--- src/core/via_pkg.sv ---
// Constants, types and state layout of the vectored interrupt arbiter.
// Function
// - Every accepted interrupt loads the program counter with entry address 00FF.
// - Software trap ranks highest; default vector-select entry ranks lowest.
// - Thirteen maskable inputs, each with a fixed rank and own vector slot.
// - All but the trap are maskable, each with pending flag and enable bit.
// - Maskable request needs its enable, global enable, and no trap in service.
// - Requests are judged at instruction start; only the top-ranked one is taken.
// - Reset clears all pending flags, enable bits and the global enable.
// - A flag already pending fires as soon as its enable is set.
// - Acknowledge only at a normal instruction start; a pending skip goes first.
// - Acknowledge clears global enable, pushes next address, loads 00FF.
// - The acknowledge sequence lasts seven instruction cycles.
// - Return instruction sets the global enable and reloads the popped address.
// - After return any qualifying pending request is taken at once.
// - Vector-select finds the top enabled pending request and jumps through its vector.
// - Vector table sits atop the vector-select block, or the next block at byte FF.
// - Each vector is a 15-bit address, high byte at the lower address.
// - Lowest vector at 0yE0/0yE1, two bytes per rank, trap at 0yFE/0yFF.
// - With nothing enabled and pending, vector-select uses the default vector.
// - Vector-select yields an even byte E0..FE replacing the low program counter byte.
// - Trap pending flag: set by trap, cleared by reset and clear-trap instruction, unmapped.
// - Fetching the trap instruction raises the non-maskable software trap.
package via_pkg;

    localparam int          NUM_SRC       = 13;
    localparam int          CLK_NS        = 10;
    localparam int          INSTR_CYC_NS  = 100;
    localparam int          INSTR_CLKS    = (INSTR_CYC_NS + CLK_NS - 1) / CLK_NS;
    localparam int          ACK_INSTR_CYC = 7;
    localparam int          ACK_CLKS      = ACK_INSTR_CYC * INSTR_CLKS;
    localparam logic [14:0] ENTRY_ADDR    = 15'h00ff;
    localparam logic [7:0]  VEC_BASE      = 8'he0;
    localparam logic [3:0]  SLOT_DEFAULT  = 4'h0;
    localparam logic [3:0]  SLOT_TRAP     = 4'hf;
    localparam logic [7:0]  BLOCK_LAST    = 8'hff;

    localparam logic [7:0]  OFS_PEND      = 8'h00;
    localparam logic [7:0]  OFS_EN        = 8'h04;
    localparam logic [7:0]  OFS_CTRL      = 8'h08;
    localparam int          CTRL_GIE_BIT  = 0;
    localparam int          CTRL_BUSY_BIT = 1;
    localparam logic [12:0] PEND_RST      = 13'h0000;
    localparam logic [12:0] EN_RST        = 13'h0000;
    localparam logic [1:0]  RESP_OKAY     = 2'h0;
    localparam logic [1:0]  RESP_SLVERR   = 2'h2;

    typedef enum logic [1:0] {
        VIA_IDLE = 2'b01,
        VIA_ACK  = 2'b10
    } via_st_t;

    typedef struct packed {
        logic        awvalid;
        logic [7:0]  awaddr;
        logic        wvalid;
        logic [31:0] wdata;
        logic [3:0]  wstrb;
        logic        bready;
        logic        arvalid;
        logic [7:0]  araddr;
        logic        rready;
    } via_axi_req_t;

    typedef struct packed {
        logic        awready;
        logic        wready;
        logic        bvalid;
        logic [1:0]  bresp;
        logic        arready;
        logic        rvalid;
        logic [31:0] rdata;
        logic [1:0]  rresp;
    } via_axi_rsp_t;

    typedef struct packed {
        via_st_t      st;
        logic [12:0]  pend;
        logic [12:0]  en;
        logic         global_int_enable;
        logic         trap_pend;
        logic         trap_req;
        logic [3:0]   div;
        logic [2:0]   acks;
        logic         push;
        logic [14:0]  push_addr;
        logic         pc_load;
        logic [14:0]  pc_addr;
        logic         vis_valid;
        logic [7:0]   vis_low;
        logic [14:0]  vis_addr;
        logic         aw_got;
        logic         w_got;
        logic [7:0]   awaddr;
        logic [31:0]  wdata;
        logic [3:0]   wstrb;
        via_axi_rsp_t axi;
    } via_state_t;

endpackage : via_pkg

--- src/core/via_core.sv ---
// Interrupt pending, masking, ranking, acknowledge and vector-select logic.
//
// The register addresses and the AXI4-Lite register port were left to the implementer.
`timescale 1ns/10ps
module via_core (
    input  wire logic                 clk_i,
    input  wire logic                 rst_i,
    input  wire via_pkg::via_axi_req_t axi_i,
    output via_pkg::via_axi_rsp_t     axi_o,
    input  wire logic [12:0]          src_event_i,
    input  wire logic                 trap_fetch_i,
    input  wire logic                 clear_trap_i,
    input  wire logic                 instr_start_i,
    input  wire logic                 skip_i,
    input  wire logic [14:0]          next_pc_i,
    input  wire logic                 return_from_int_instr_i,
    input  wire logic [14:0]          pop_addr_i,
    input  wire logic                 vis_exec_i,
    input  wire logic [14:0]          vis_pc_i,
    output logic                      ack_busy_o,
    output logic                      gie_o,
    output logic                      push_o,
    output logic [14:0]               push_addr_o,
    output logic                      pc_load_o,
    output logic [14:0]               pc_addr_o,
    output logic                      vis_valid_o,
    output logic [7:0]                vis_low_o,
    output logic [14:0]               vis_addr_o
);
    import via_pkg::*;

    via_state_t q;
    via_state_t d;

    // ------------------------------------------------------------
    // Helpers
    // ------------------------------------------------------------
    function automatic logic [12:0] lane_mask(input logic [3:0] strb);
        lane_mask = {{5{strb[1]}}, {8{strb[0]}}};
    endfunction : lane_mask

    // Highest set bit wins; maskable source k owns slot k+1.
    function automatic logic [3:0] top_slot(input logic [12:0] act);
        top_slot = SLOT_DEFAULT;
        for (int k = 0; k < NUM_SRC; k++) begin
            if (act[k]) begin
                top_slot = 4'(k + 1);
            end
        end
    endfunction : top_slot

    logic [12:0] active;
    logic        mask_ok;
    logic        accept;
    logic        tick;
    logic [3:0]  slot;
    logic [6:0]  vis_blk;
    logic        wr_go;
    logic [12:0] wmask;

    assign active  = q.pend & q.en;
    assign mask_ok = q.global_int_enable & ~q.trap_pend & (|active);
    assign accept  = (q.st == VIA_IDLE) & instr_start_i & ~skip_i & ~return_from_int_instr_i
                     & (q.trap_req | mask_ok);
    assign tick    = (q.div == 4'(INSTR_CLKS - 1));
    assign wr_go   = q.aw_got & q.w_got & ~q.axi.bvalid;
    assign wmask   = lane_mask(q.wstrb);

    // ------------------------------------------------------------
    // Next state
    // ------------------------------------------------------------
    always_comb begin
        d           = q;
        d.push      = 1'b0;
        d.pc_load   = 1'b0;
        d.vis_valid = 1'b0;
        slot        = SLOT_DEFAULT;
        vis_blk     = 7'h00;

        // Events set pending flags; a set in the same cycle beats a clear.
        d.pend = q.pend;
        if (wr_go && q.awaddr == OFS_PEND) begin
            d.pend = q.pend & ~(q.wdata[12:0] & wmask);
        end
        d.pend = d.pend | src_event_i;

        if (clear_trap_i) begin
            d.trap_pend = 1'b0;
        end
        if (trap_fetch_i) begin
            d.trap_pend = 1'b1;
            d.trap_req  = 1'b1;
        end

        // AXI4-Lite write channel.
        if (axi_i.awvalid && q.axi.awready) begin
            d.aw_got = 1'b1;
            d.awaddr = axi_i.awaddr;
        end
        if (axi_i.wvalid && q.axi.wready) begin
            d.w_got = 1'b1;
            d.wdata = axi_i.wdata;
            d.wstrb = axi_i.wstrb;
        end
        if (wr_go) begin
            d.aw_got     = 1'b0;
            d.w_got      = 1'b0;
            d.axi.bvalid = 1'b1;
            d.axi.bresp  = RESP_OKAY;
            unique case (q.awaddr)
                OFS_PEND: ;
                OFS_EN: d.en = (q.en & ~wmask) | (q.wdata[12:0] & wmask);
                OFS_CTRL: begin
                    if (q.wstrb[0]) begin
                        d.global_int_enable = q.wdata[CTRL_GIE_BIT];
                    end
                end
                default: d.axi.bresp = RESP_SLVERR;
            endcase
        end else if (q.axi.bvalid && axi_i.bready) begin
            d.axi.bvalid = 1'b0;
        end

        // AXI4-Lite read channel.
        if (axi_i.arvalid && q.axi.arready) begin
            d.axi.rvalid = 1'b1;
            d.axi.rresp  = RESP_OKAY;
            d.axi.rdata  = 32'h0000_0000;
            unique case (axi_i.araddr)
                OFS_PEND: d.axi.rdata[12:0] = q.pend;
                OFS_EN:   d.axi.rdata[12:0] = q.en;
                OFS_CTRL: begin
                    d.axi.rdata[CTRL_GIE_BIT]  = q.global_int_enable;
                    d.axi.rdata[CTRL_BUSY_BIT] = (q.st == VIA_ACK);
                end
                default:  d.axi.rresp = RESP_SLVERR;
            endcase
        end else if (q.axi.rvalid && axi_i.rready) begin
            d.axi.rvalid = 1'b0;
        end

        // Acknowledge sequencer.
        unique case (q.st)
            VIA_IDLE: begin
                if (return_from_int_instr_i) begin
                    d.global_int_enable     = 1'b1;
                    d.pc_load = 1'b1;
                    d.pc_addr = pop_addr_i;
                end else if (accept) begin
                    d.global_int_enable       = 1'b0;
                    d.trap_req  = trap_fetch_i;
                    d.push      = 1'b1;
                    d.push_addr = next_pc_i;
                    d.st        = VIA_ACK;
                    d.div       = 4'h0;
                    d.acks      = 3'h0;
                end
            end
            VIA_ACK: begin
                d.div = tick ? 4'h0 : q.div + 4'h1;
                if (tick) begin
                    d.acks = q.acks + 3'h1;
                    if (q.acks == 3'(ACK_INSTR_CYC - 1)) begin
                        d.pc_load = 1'b1;
                        d.pc_addr = ENTRY_ADDR;
                        d.st      = VIA_IDLE;
                    end
                end
            end
        endcase

        // Vector select: trap first, then the top-ranked active maskable source.
        if (vis_exec_i) begin
            slot = q.trap_pend ? SLOT_TRAP : top_slot(active);
            vis_blk = vis_pc_i[14:8] + 7'(vis_pc_i[7:0] == BLOCK_LAST);
            d.vis_valid = 1'b1;
            d.vis_low   = VEC_BASE + {3'h0, slot, 1'b0};
            d.vis_addr  = {vis_blk, d.vis_low};
        end

        d.axi.awready = ~d.aw_got & ~d.axi.bvalid;
        d.axi.wready  = ~d.w_got & ~d.axi.bvalid;
        d.axi.arready = ~d.axi.rvalid;
    end

    // ------------------------------------------------------------
    // State register
    // ------------------------------------------------------------
    always_ff @(posedge clk_i or posedge rst_i) begin
        if (rst_i) begin
            q           <= '0;
            q.st        <= VIA_IDLE;
            q.pend      <= PEND_RST;
            q.en        <= EN_RST;
            q.global_int_enable       <= 1'b0;
            q.trap_pend <= 1'b0;
            q.axi       <= '0;
        end else begin
            q <= d;
        end
    end

    assign axi_o       = q.axi;
    assign ack_busy_o  = (q.st == VIA_ACK);
    assign gie_o       = q.global_int_enable;
    assign push_o      = q.push;
    assign push_addr_o = q.push_addr;
    assign pc_load_o   = q.pc_load;
    assign pc_addr_o   = q.pc_addr;
    assign vis_valid_o = q.vis_valid;
    assign vis_low_o   = q.vis_low;
    assign vis_addr_o  = q.vis_addr;

    // ------------------------------------------------------------
    // Assertions
    // ------------------------------------------------------------
    localparam int ACK_CLKS_I = ACK_CLKS;
    logic [7:0] hc_r;
    always_ff @(posedge clk_i or posedge rst_i) begin
        if (rst_i) begin
            hc_r <= 8'h00;
        end else begin
            hc_r <= (q.st == VIA_ACK) ? hc_r + 8'h01 : 8'h00;
        end
    end
endmodule : via_core

--- config.mk ---
export PLATFORM = sky130hd
export DESIGN_NAME = via_core
export DESIGN_NICKNAME = d
export VERILOG_FILES = /design/src/core/via_pkg.sv /design/src/core/via_core.sv
export SDC_FILE = /design/constraint.sdc
export NUM_CORES = 1
export LEC_CHECK = 0
export ABC_CLOCK_PERIOD_IN_PS = 5800
export BUFFER_PORTS_ARGS = -buffer_cell sky130_fd_sc_hd__buf_2
export CAP_MARGIN = 15
export CORE_UTILIZATION = 40
export CTS_BUF_LIST = sky130_fd_sc_hd__clkbuf_16
export DETAILED_ROUTE_END_ITERATION = 7
export PLACE_DENSITY_LB_ADDON = 0.3
export SYNTH_ARGS = -nofsm -noshare
export SYNTH_HDL_FRONTEND = slang
export SYNTH_SLANG_ARGS = --single-unit
--- constraint.sdc ---
create_clock -name clk_i -period 5.8 [get_ports clk_i]
set_clock_uncertainty 0.1 [all_clocks]
set_input_delay 0.87 -clock clk_i [delete_from_list [all_inputs] [get_ports clk_i]]
set_output_delay 0.87 -clock clk_i [all_outputs]
set_load 0.01 [all_outputs]
==> results of run 1 <==
## cells in the final DEF, fill, tap and decap left out, types with 3 or more instances in the layout
| cell type | n |
|---|---|
| nand4_1 | 3 |
| or4_1 | 3 |
| nor2b_1 | 7 |
| o21ai_0 | 19 |
| and2_1 | 3 |
| dfrtp_1 | 127 |
| a21oi_1 | 11 |
| nor4_4 | 3 |
| xor2_1 | 3 |
| or2_2 | 4 |
| nand2_1 | 47 |
| xnor2_1 | 5 |
| inv_1 | 15 |
| a221o_1 | 8 |
| a21o_1 | 13 |
| nand3b_1 | 4 |
| o22ai_1 | 6 |
| clkinv_2 | 3 |
| ha_1 | 6 |
| nand2b_1 | 4 |
| conb_1 | 23 |
| buf_4 | 3 |
| mux2_2 | 53 |
| bufinv_16 | 3 |
| buf_2 | 177 |
| nor3_1 | 3 |
| nand3_1 | 7 |
| a22o_1 | 9 |
| clkbuf_16 | 17 |
| clkinvlp_4 | 3 |
| mux2i_1 | 13 |
| clkinv_4 | 3 |
| a31oi_1 | 9 |
| nor2_1 | 23 |
| a22oi_1 | 6 |
## per-layer routing
| layer | global-route usage [%] | part of all wire (%) |
|---|---|---|
| met1 | 21.82 | 45 |
| met2 | 26.91 | 46 |
| met3 | 5.183 | 6.4 |
| met4 | 9.142 | 2.8 |
| met5 | 0 | 0 |
## cells by family (layout without fill, tap and decap cells)
group	Yosys count	count (layout)	synth area share [%]
multiplexers	66	66	11.77
AO/OA/AOI/OAI	93	93	10.45
adder cells (fa/ha/maj)	6	6	1.215
buffers and inverters	126	229	13.55
flip-flops	128	128	51.87
XOR/XNOR	8	8	1.134
AND/OR/NAND/NOR	118	118	9.945
other	1	23	0.06071
## worst reg2reg max path: stages (launching register included)
cell,delay [ns]
dfrtp_1,0.42
a22oi_1,0.37
and4_1,0.28
a31o_2,0.20
clkinv_1,0.61
mux2_2,0.54
## power breakdown
| part | internal [mW] | switching [mW] |
|---|---|---|
| Combinational | 0.202 | 0.199 |
| Sequential | 1.02 | 0.111 |
| Clock | 0.672 | 0.388 |
| Total | 1.90 | 0.699 |
## worst paths after layout
kind	slack, ns	depth (start not counted)	to
min in group clk_i	0.37	2	axi_o[5]
max in group asynchronous	4.28	3	q[170]
hold reg to reg	0.37	2	axi_o[5]
setup reg to reg	3.16	5	push_addr_o[12]
setup / recovery	3.16	5	push_addr_o[12]
hold / removal	0.37	2	push_addr_o[7]
## area by class of cell
class                   count  area (sq um)
fillers                  1399          7894
flip-flops and latches    128          3204
multi-input cells         314          2218
repair buffers            181         935.9
clock buffers              17         425.4
well taps                 188         235.2
clock inverters            15         170.2
inverters                  16         62.56
## stage by stage
step,instances,cell area [sq um],utilization (%),hold WS (ns)
CTS,858,7224,47.70,0.3703
global route,859,7252,47.88,0.3886
detailed placement,826,6629,43.77,0.3646
finish,859,7252,47.88,0.3676
global placement,826,6629,43.77,0.3601
floorplan,568,6260,-,0.3389
==> results.ini, run 1 <==
[outcome]
status=completed

[worst_setup_path]
critPathBufInv=1
startpoint=q[176]
cp_slowest_cell=clkinv_1
slowest_delay_ns=0.61
r2r-start=q[176]
crit_path_end_kind=flop
crit_type=flop to flop
start_kind=flop
cp.arrival_ns=2.83
cp_top_family=buffers and inverters
critPathMaxFanout=24
crit_chain=a22oi_1 -> and4_1 -> a31o_2 -> clkinv_1 -> mux2_2
crit_required_ns=5.99

[grt]
grtUsageTotal_pct=17.33
grt.overflow.total=0
grt_pass1_vias=4277
grt_pass1_wl_mm=21.33
antenna_found_initial=0
grt_start_max_net_pins=86

[route]
vias=4253
first_pass_iters=4
antenna_left=0
drt_iter0_drc=156
drt_wl_total_mm=12.82
post_drt_wl_per_cell_um=14.93
vias_per_cell=4.951
drc=0

[power]
ir_worst_vdd_mv=0.1988
p_total_mw=2.597
p_per_area_nw_per_um2=358.1
p_leak_nw=3.584

[cells_and_area]
drive_gt1_share_pct=41.13
antenna_cells=0
areaGrowthSynthToFinish_pct=17.40
nets=787

[sta]
final.setup.worst_slack_ns=3.160
period_share_pct=45.53
rsz0062_at_grt=false
fmax_mhz=378.7
slew-limit-headroom_pct=48.28
maxSlewViolCount=0
finalSetupViolCount=0
min_period_ns=2.640
finalSetupTns_ns=0
worst_slew_pin_slew_ns=0.7710
finalHoldViolCount=0

[logic_synthesis]
avgSynthCellArea_sq_um=11.31
synth_most_common_cell=dfrtp_1
synthArstFlopShare_pct=100.0
yosys.area.top_type=dfrtp_1
netlist.area_leader.share_pct=51.45
synth-seq-cells=128
synth_commonest_cells=dfrtp_1, buf_4, mux2_2
ys_warn_count=0
synth_area_leaders=dfrtp_1, buf_4, mux2_2
yosys.cell_types.count=49
ys.flop_type=dfrtp_1
synth_seq_area_share_pct=51.87
synth_area_sq_um=6177
synth-edff-count=0
synthCells=546

[run]
max-cap-violations=0

[place]
port_buffers=177
post-place-ws_ns=2.896
place.gp.congestion=0.7563
place_hpwl_mm=9.551

[clocking]
cts-resized-gates=0
path_clk_slew_ns=0.06
cts_buffer_depth=2
numCtsBuffers=17
clock-sinks=128
cts.htree.levels=4
cts_tree=yes
clock_latency_ns=0.41
cts_setup_buffers=0
hold_buffers=0
cts-root-buf=clkbuf_16

[die]
start_util_pct=40.78
io_pins=222
die_area_sq_um=15940
coreArea_sq_um=15150
dieHeight_um=126.3
chipWidth_um=126.3
rows=45

[min_path]
hold_path.class=input pin to async pin

Note: power is estimated with default switching activity, not from simulation.
==> run 2, diff against run 1 <==
Settings changed: ABC_AREA from default to 1, ABC_CLOCK_PERIOD_IN_PS 5800 to 2300.
Clock period 5.8 ns to 2.3 ns, I/O delays scaled along.
==> results.ini, run 2 <==
[die]
coreArea_sq_um=15200  ; +0.37%
dieHeight_um=127.0  ; +0.59%
chipWidth_um=127.0  ; +0.59%
start_util_pct=41.12  ; +0.33 points
die_area_sq_um=16130  ; +1.2%
rows=45  ; unchanged
io_pins=222  ; unchanged

[route]
antenna_left=0  ; unchanged
drt_iter0_drc=320  ; +110%
vias=4679  ; +10%
post_drt_wl_per_cell_um=12.64  ; -15%
first_pass_iters=4  ; unchanged
drc=0  ; unchanged
vias_per_cell=4.482  ; -9.5%
drt_wl_total_mm=13.19  ; +2.9%

[outcome]
status=completed

[grt]
met3_usage_pct=4.774  ; -0.41 points
grtUsageTotal_pct=17.50  ; +0.17 points
grt_pass1_vias=4453  ; +4.1%
grt_start_max_net_pins=34  ; -60%
grt_pass1_wl_mm=21.72  ; +1.8%
grt.overflow.total=0  ; unchanged
use_met2_pct=26.99  ; +0.078 points
use_met1_pct=23.00  ; +1.2 points
grt.busiest_layer=met2
antenna_found_initial=0  ; unchanged

[worst_setup_path]
r2r-start=q[176]
crit_required_ns=2.55  ; -3.44 ns
r2r_slack_ns=0.46  ; -2.70 ns
critPathMaxFanout=17  ; -29%
rr_worst_depth=11  ; +6
start_kind=flop
crit_type=flop to flop
cp.arrival_ns=2.09  ; -0.74 ns
r2r-end=q[148]
crit_path_end_kind=flop

[sta]
period_share_pct=80.16  ; +35 points
min_period_ns=1.844  ; -0.7968 ns
finalHoldViolCount=0  ; unchanged
rsz0062_at_grt=false
final.setup.worst_slack_ns=0.4563  ; -2.703 ns
slew-limit-headroom_pct=36.50  ; -12 points
maxSlewViolCount=0  ; unchanged
worst_slew_pin_slew_ns=0.9490  ; +0.1780 ns
fmax_mhz=542.4  ; +43%
finalSetupTns_ns=0  ; unchanged
finalSetupViolCount=0  ; unchanged

[cells_and_area]
final_common_cell=nand2_1
drive_gt1_share_pct=28.65  ; -12 points
final_cell_mix=nand2_1, buf_2, dfrtp_1
nets=972  ; +24%
post-route-cell-area_sq_um=7357  ; +1.4%
areaGrowthSynthToFinish_pct=17.69

[power]
p_per_area_nw_per_um2=1035  ; +190%
p_leak_nw=3.828  ; +6.8%
ir_worst_vdd_mv=0.5435  ; +170%

[clocking]
path_clk_slew_ns=0.05  ; about the same
numCtsBuffers=17  ; unchanged
clock_latency_ns=0.42  ; about the same
cts-root-buf=clkbuf_16
cts_setup_buffers=0  ; unchanged
cts_buffer_depth=2  ; unchanged
cts_tree=yes
cts.htree.levels=4  ; unchanged
clock-sinks=128  ; unchanged

[logic_synthesis]
synth_area_sq_um=6251  ; +1.2%
netlist.area_leader.share_pct=50.84  ; -0.61 points
synth_area_leaders=dfrtp_1, nand2_1, buf_4
yosys.cell_types.count=41  ; -16%
avgSynthCellArea_sq_um=8.634  ; -24%
ys.flop_type=dfrtp_1
synthArstFlopShare_pct=100.0  ; unchanged
synth_seq_area_share_pct=51.26  ; -0.61 points
ys_warn_count=0  ; unchanged
synth-edff-count=0  ; unchanged
synthCells=724  ; +33%
yosys.area.top_type=dfrtp_1
synth_most_common_cell=nand2_1
synth_commonest_cells=nand2_1, dfrtp_1, buf_4
synth-seq-cells=128  ; unchanged

[min_path]
hold_path.class=input pin to flop
hold_start=src_event_i[10]
hold_depth=2
hold_end=q[176]

[place]
placed_area_sq_um=6773  ; +2.2%
place.gp.congestion=0.7470  ; -1.2%
place_hpwl_mm=9.720  ; +1.8%
port_buffers=177  ; unchanged
post-place-ws_ns=0.4447  ; -2.451 ns

[run]
max-cap-violations=0  ; unchanged

[run 2: layer usage]
metal  vias up  wire length (um)
li1       2411                 -
met1      2127              6213
met2       123              6060
met3        18               622
met4         0               297
met5         -                 0
[run 2: repair_timing]
| action | 4_1_cts | 5_1_grt |
|---|---|---|
| gates resized for setup | 0 | 0 |
| hold endpoints to repair | 5 | 1 |
| hold buffers | 2 | 1 |
[run 2: cell families (layout without fill, tap and decap cells)]
| logic type | count (synthesis) | count (layout) | share of synthesized area, % |
|---|---|---|---|
| XOR/XNOR | 4 | 4 | 0.5606 |
| flip-flops | 128 | 128 | 51.26 |
| AND/OR/NAND/NOR | 294 | 294 | 20.40 |
| AO/OA/AOI/OAI | 108 | 108 | 9.568 |
| buffers and inverters | 183 | 292 | 16.95 |
| adder cells (fa/ha/maj) | 6 | 6 | 1.201 |
| other | 1 | 24 | 0.05999 |
[run 2: worst max-delay path: stages (launching register included)]
cell and delay [ns]:
dfrtp_1 0.41, nand2_1 0.11, nand2_1 0.09, nor3_1 0.20, nand2_1 0.10, nand3_1 0.07, nand2_1 0.08, nand2_4 0.20
nand2_4 0.13, nand2_4 0.12, nand2_1 0.06, nor2_1 0.09
[run 2: power by group]
part / switching (mW) / total (mW) / internal [mW]
combinational: 1.16 / 1.90 / 0.741
clock: 0.957 / 2.52 / 1.56
sequential: 0.361 / 3.20 / 2.84
total: 2.47 / 7.62 / 5.14
[run 2: worst max path at each step]
stage                      from             end  slack [ns]  cells after the start
floorplan                 rst_i       async pin        0.27                      1
global placement         q[176]          q[149]        0.47                     11
detailed placement  vis_pc_i[6]  vis_addr_o[14]        0.44                     10
CTS                      q[176]          q[148]        0.40                     11
global route          axi_o[38]            flop        0.18                      6
finish                   q[176]          q[148]        0.46                     11
[run 2: area by class of cell]
class,instances,area (sq um)
fillers,1488,7845
diodes,1,2.502
inverters,73,280.3
well taps,188,235.2
multi-input cells,435,2069
flip-flops and latches,128,3204
clock inverters,14,126.4
clock buffers,17,425.4
repair buffers,188,1013
[run 2: through the flow]
stage                     std cells  hold WS [ns]  utilization [%]  power, mW
after floorplan                 746        0.2764                -      4.823
after global placement         1009        0.2065            44.55      5.101
after detailed placement       1009        0.2054            44.55      5.152
after CTS                      1042     0.0007479            48.31      7.720
after global routing           1043      0.006919            48.38      8.218
final                          1044       0.01089            48.40      7.616
==> run 3, diff against run 2 <==
Settings changed: ABC_CLOCK_PERIOD_IN_PS 2300 to 1760.
Clock period 2.3 ns to 1.76 ns, I/O delays scaled along.
==> results.ini, run 3 (synthesized netlist as in run 2, its figures left out) <==
[outcome]
status=completed

[grt]
grt_pass1_wl_mm=22.98  ; +5.8%
antenna_found_initial=0  ; unchanged
grt_pass1_vias=4857  ; +9.1%
grt_start_max_net_pins=70  ; +110%
grt.overflow.total=0  ; unchanged
grtUsageTotal_pct=18.30  ; +0.80 points

[clocking]
path_clk_slew_ns=0.06  ; about the same
cts_tree=yes
cts.htree.levels=4  ; unchanged
clock_latency_ns=0.41  ; about the same
cts_buffer_depth=2  ; unchanged
numCtsBuffers=17  ; unchanged
clock-sinks=128  ; unchanged
cts-root-buf=clkbuf_16

[worst_setup_path]
start_kind=flop
crit_path_end_kind=flop
critPathMaxFanout=7  ; -10
cp.arrival_ns=1.84  ; -0.25 ns
crit_required_ns=1.95  ; -0.60 ns
crit_type=flop to flop

[cells_and_area]
final_common_cell=nand2_1
final_cell_mix=nand2_1, buf_2, dfrtp_1
antenna_cells=0  ; -1
final_cells=1133  ; +8.5%
drive_gt1_share_pct=30.16  ; +1.5 points
nets=1061  ; +9.2%
post-route-cell-area_sq_um=8341  ; +13%
areaGrowthSynthToFinish_pct=33.43

[power]
p_total_mw=10.43  ; +37%
p_per_area_nw_per_um2=1251  ; +21%
p_leak_nw=4.221  ; +10%
ir_worst_vdd_mv=0.6779  ; +25%

[sta]
fmax_mhz=608.2  ; +12%
finalHoldViolCount=0  ; unchanged
maxSlewViolCount=0  ; unchanged
period_share_pct=93.42  ; +13 points
finalSetupViolCount=0  ; unchanged
min_period_ns=1.644  ; -0.1995 ns
rsz0062_at_grt=true
finalSetupTns_ns=0  ; unchanged
slew-limit-headroom_pct=60.29  ; +24 points
worst_slew_pin_slew_ns=0.5950  ; -0.3540 ns

[route]
drt_wl_total_mm=14.19  ; +7.5%
first_pass_iters=4  ; unchanged
post_drt_wl_per_cell_um=12.52  ; -0.92%
antenna_left=0  ; unchanged
vias=5079  ; +8.5%
drt_iter0_drc=313  ; -2.2%
vias_per_cell=4.483  ; about the same
drc=0  ; unchanged

[place]
port_buffers=177  ; unchanged
placed_area_sq_um=6838  ; +0.96%
place.gp.congestion=0.7489  ; +0.25%
place_hpwl_mm=9.765  ; +0.47%
dp.cells=1016  ; +0.69%

[die]
dieHeight_um=127.0  ; unchanged
io_pins=222  ; unchanged
start_util_pct=41.12  ; unchanged
chipWidth_um=127.0  ; unchanged
die_area_sq_um=16130  ; unchanged
coreArea_sq_um=15200  ; unchanged
rows=45  ; unchanged

[min_path]
hold_path.class=input pin to flop

[run]
max-cap-violations=0  ; unchanged

-- run 3: cell count changes in the layout (fill, tap and decap cells not counted), moves of 3 or more --
cell	change
buf_4	+16
clkinv_1	+4
clkinv_2	-4
dlygate4sd3_1	+70
nand2_1	-16
nand2_2	+16
nand3_2	+3
-- run 3: final cells by class --
cell class	count	area (sq um)
inverters	73	280.3
flip-flops and latches	128	3204
fillers	1413	6862
clock inverters	15	151.4
repair buffers	276	1866
well taps	188	235.2
clock buffers	17	425.4
multi-input cells	436	2178
-- run 3: routing by layer --
layer	global-route usage [%]	vias up	part of all wire [%]
met4	7.843	0	2.6
met2	29.35	125	48
met3	4.606	25	3.2
met5	0	-	0
li1	-	2586	-
met1	23.59	2343	46
-- run 3: stage by stage --
stage | util, % | setup slack [ns] | hold slack (ns)
2_1_floorplan | - | -0.1844 | 0.1954
3_3_place_gp | 44.98 | -0.002018 | 0.3196
3_5_place_dp | 44.98 | -0.008027 | 0.3171
4_1_cts | 53.60 | 0.05182 | 0.007159
5_1_grt | 54.86 | -0.01907 | 0.03506
6_report | 54.86 | 0.1158 | 0.02345
-- run 3: what timing repair did --
item,in CTS,in global routing
hold endpoints to repair,198,0
hold buffers,73,0
pin swaps,0,12
setup endpoints to repair,2,26
gates resized for setup,1,32
cloned,0,2
setup buffers,0,10
-- run 3: final timing paths --
kind	startpoint	to	slack, ns	cells past startpoint
setup reg to reg	q[179]	pc_addr_o[2]	0.12	7
hold reg to reg	axi_o[34]	axi_o[35]	0.36	1
hold / removal	axi_i[47]	q[42]	0.02	4
max in group asynchronous	rst_i	q[179]	0.78	4
setup / recovery	q[179]	pc_addr_o[2]	0.12	7
min in group asynchronous	rst_i	q[176]	0.41	4
-- run 3: critical path: stages, from the launching register on --
cell and delay (ns):
dfstp_2 0.55, nor2_4 0.07, buf_4 0.14, inv_2 0.06, nor2_2 0.06, a211oi_2 0.26
buf_4 0.21, o21ai_0 0.08
-- run 3: where the power goes --
| group | internal [mW] | leakage, nW | total (mW) | switching [mW] |
|---|---|---|---|---|
| clock network | 2.19 | 0.281 | 3.43 | 1.25 |
| registers | 3.71 | 1.54 | 4.20 | 0.493 |
| logic | 1.17 | 2.40 | 2.80 | 1.62 |
| total | 7.07 | 4.22 | 10.4 | 3.36 |
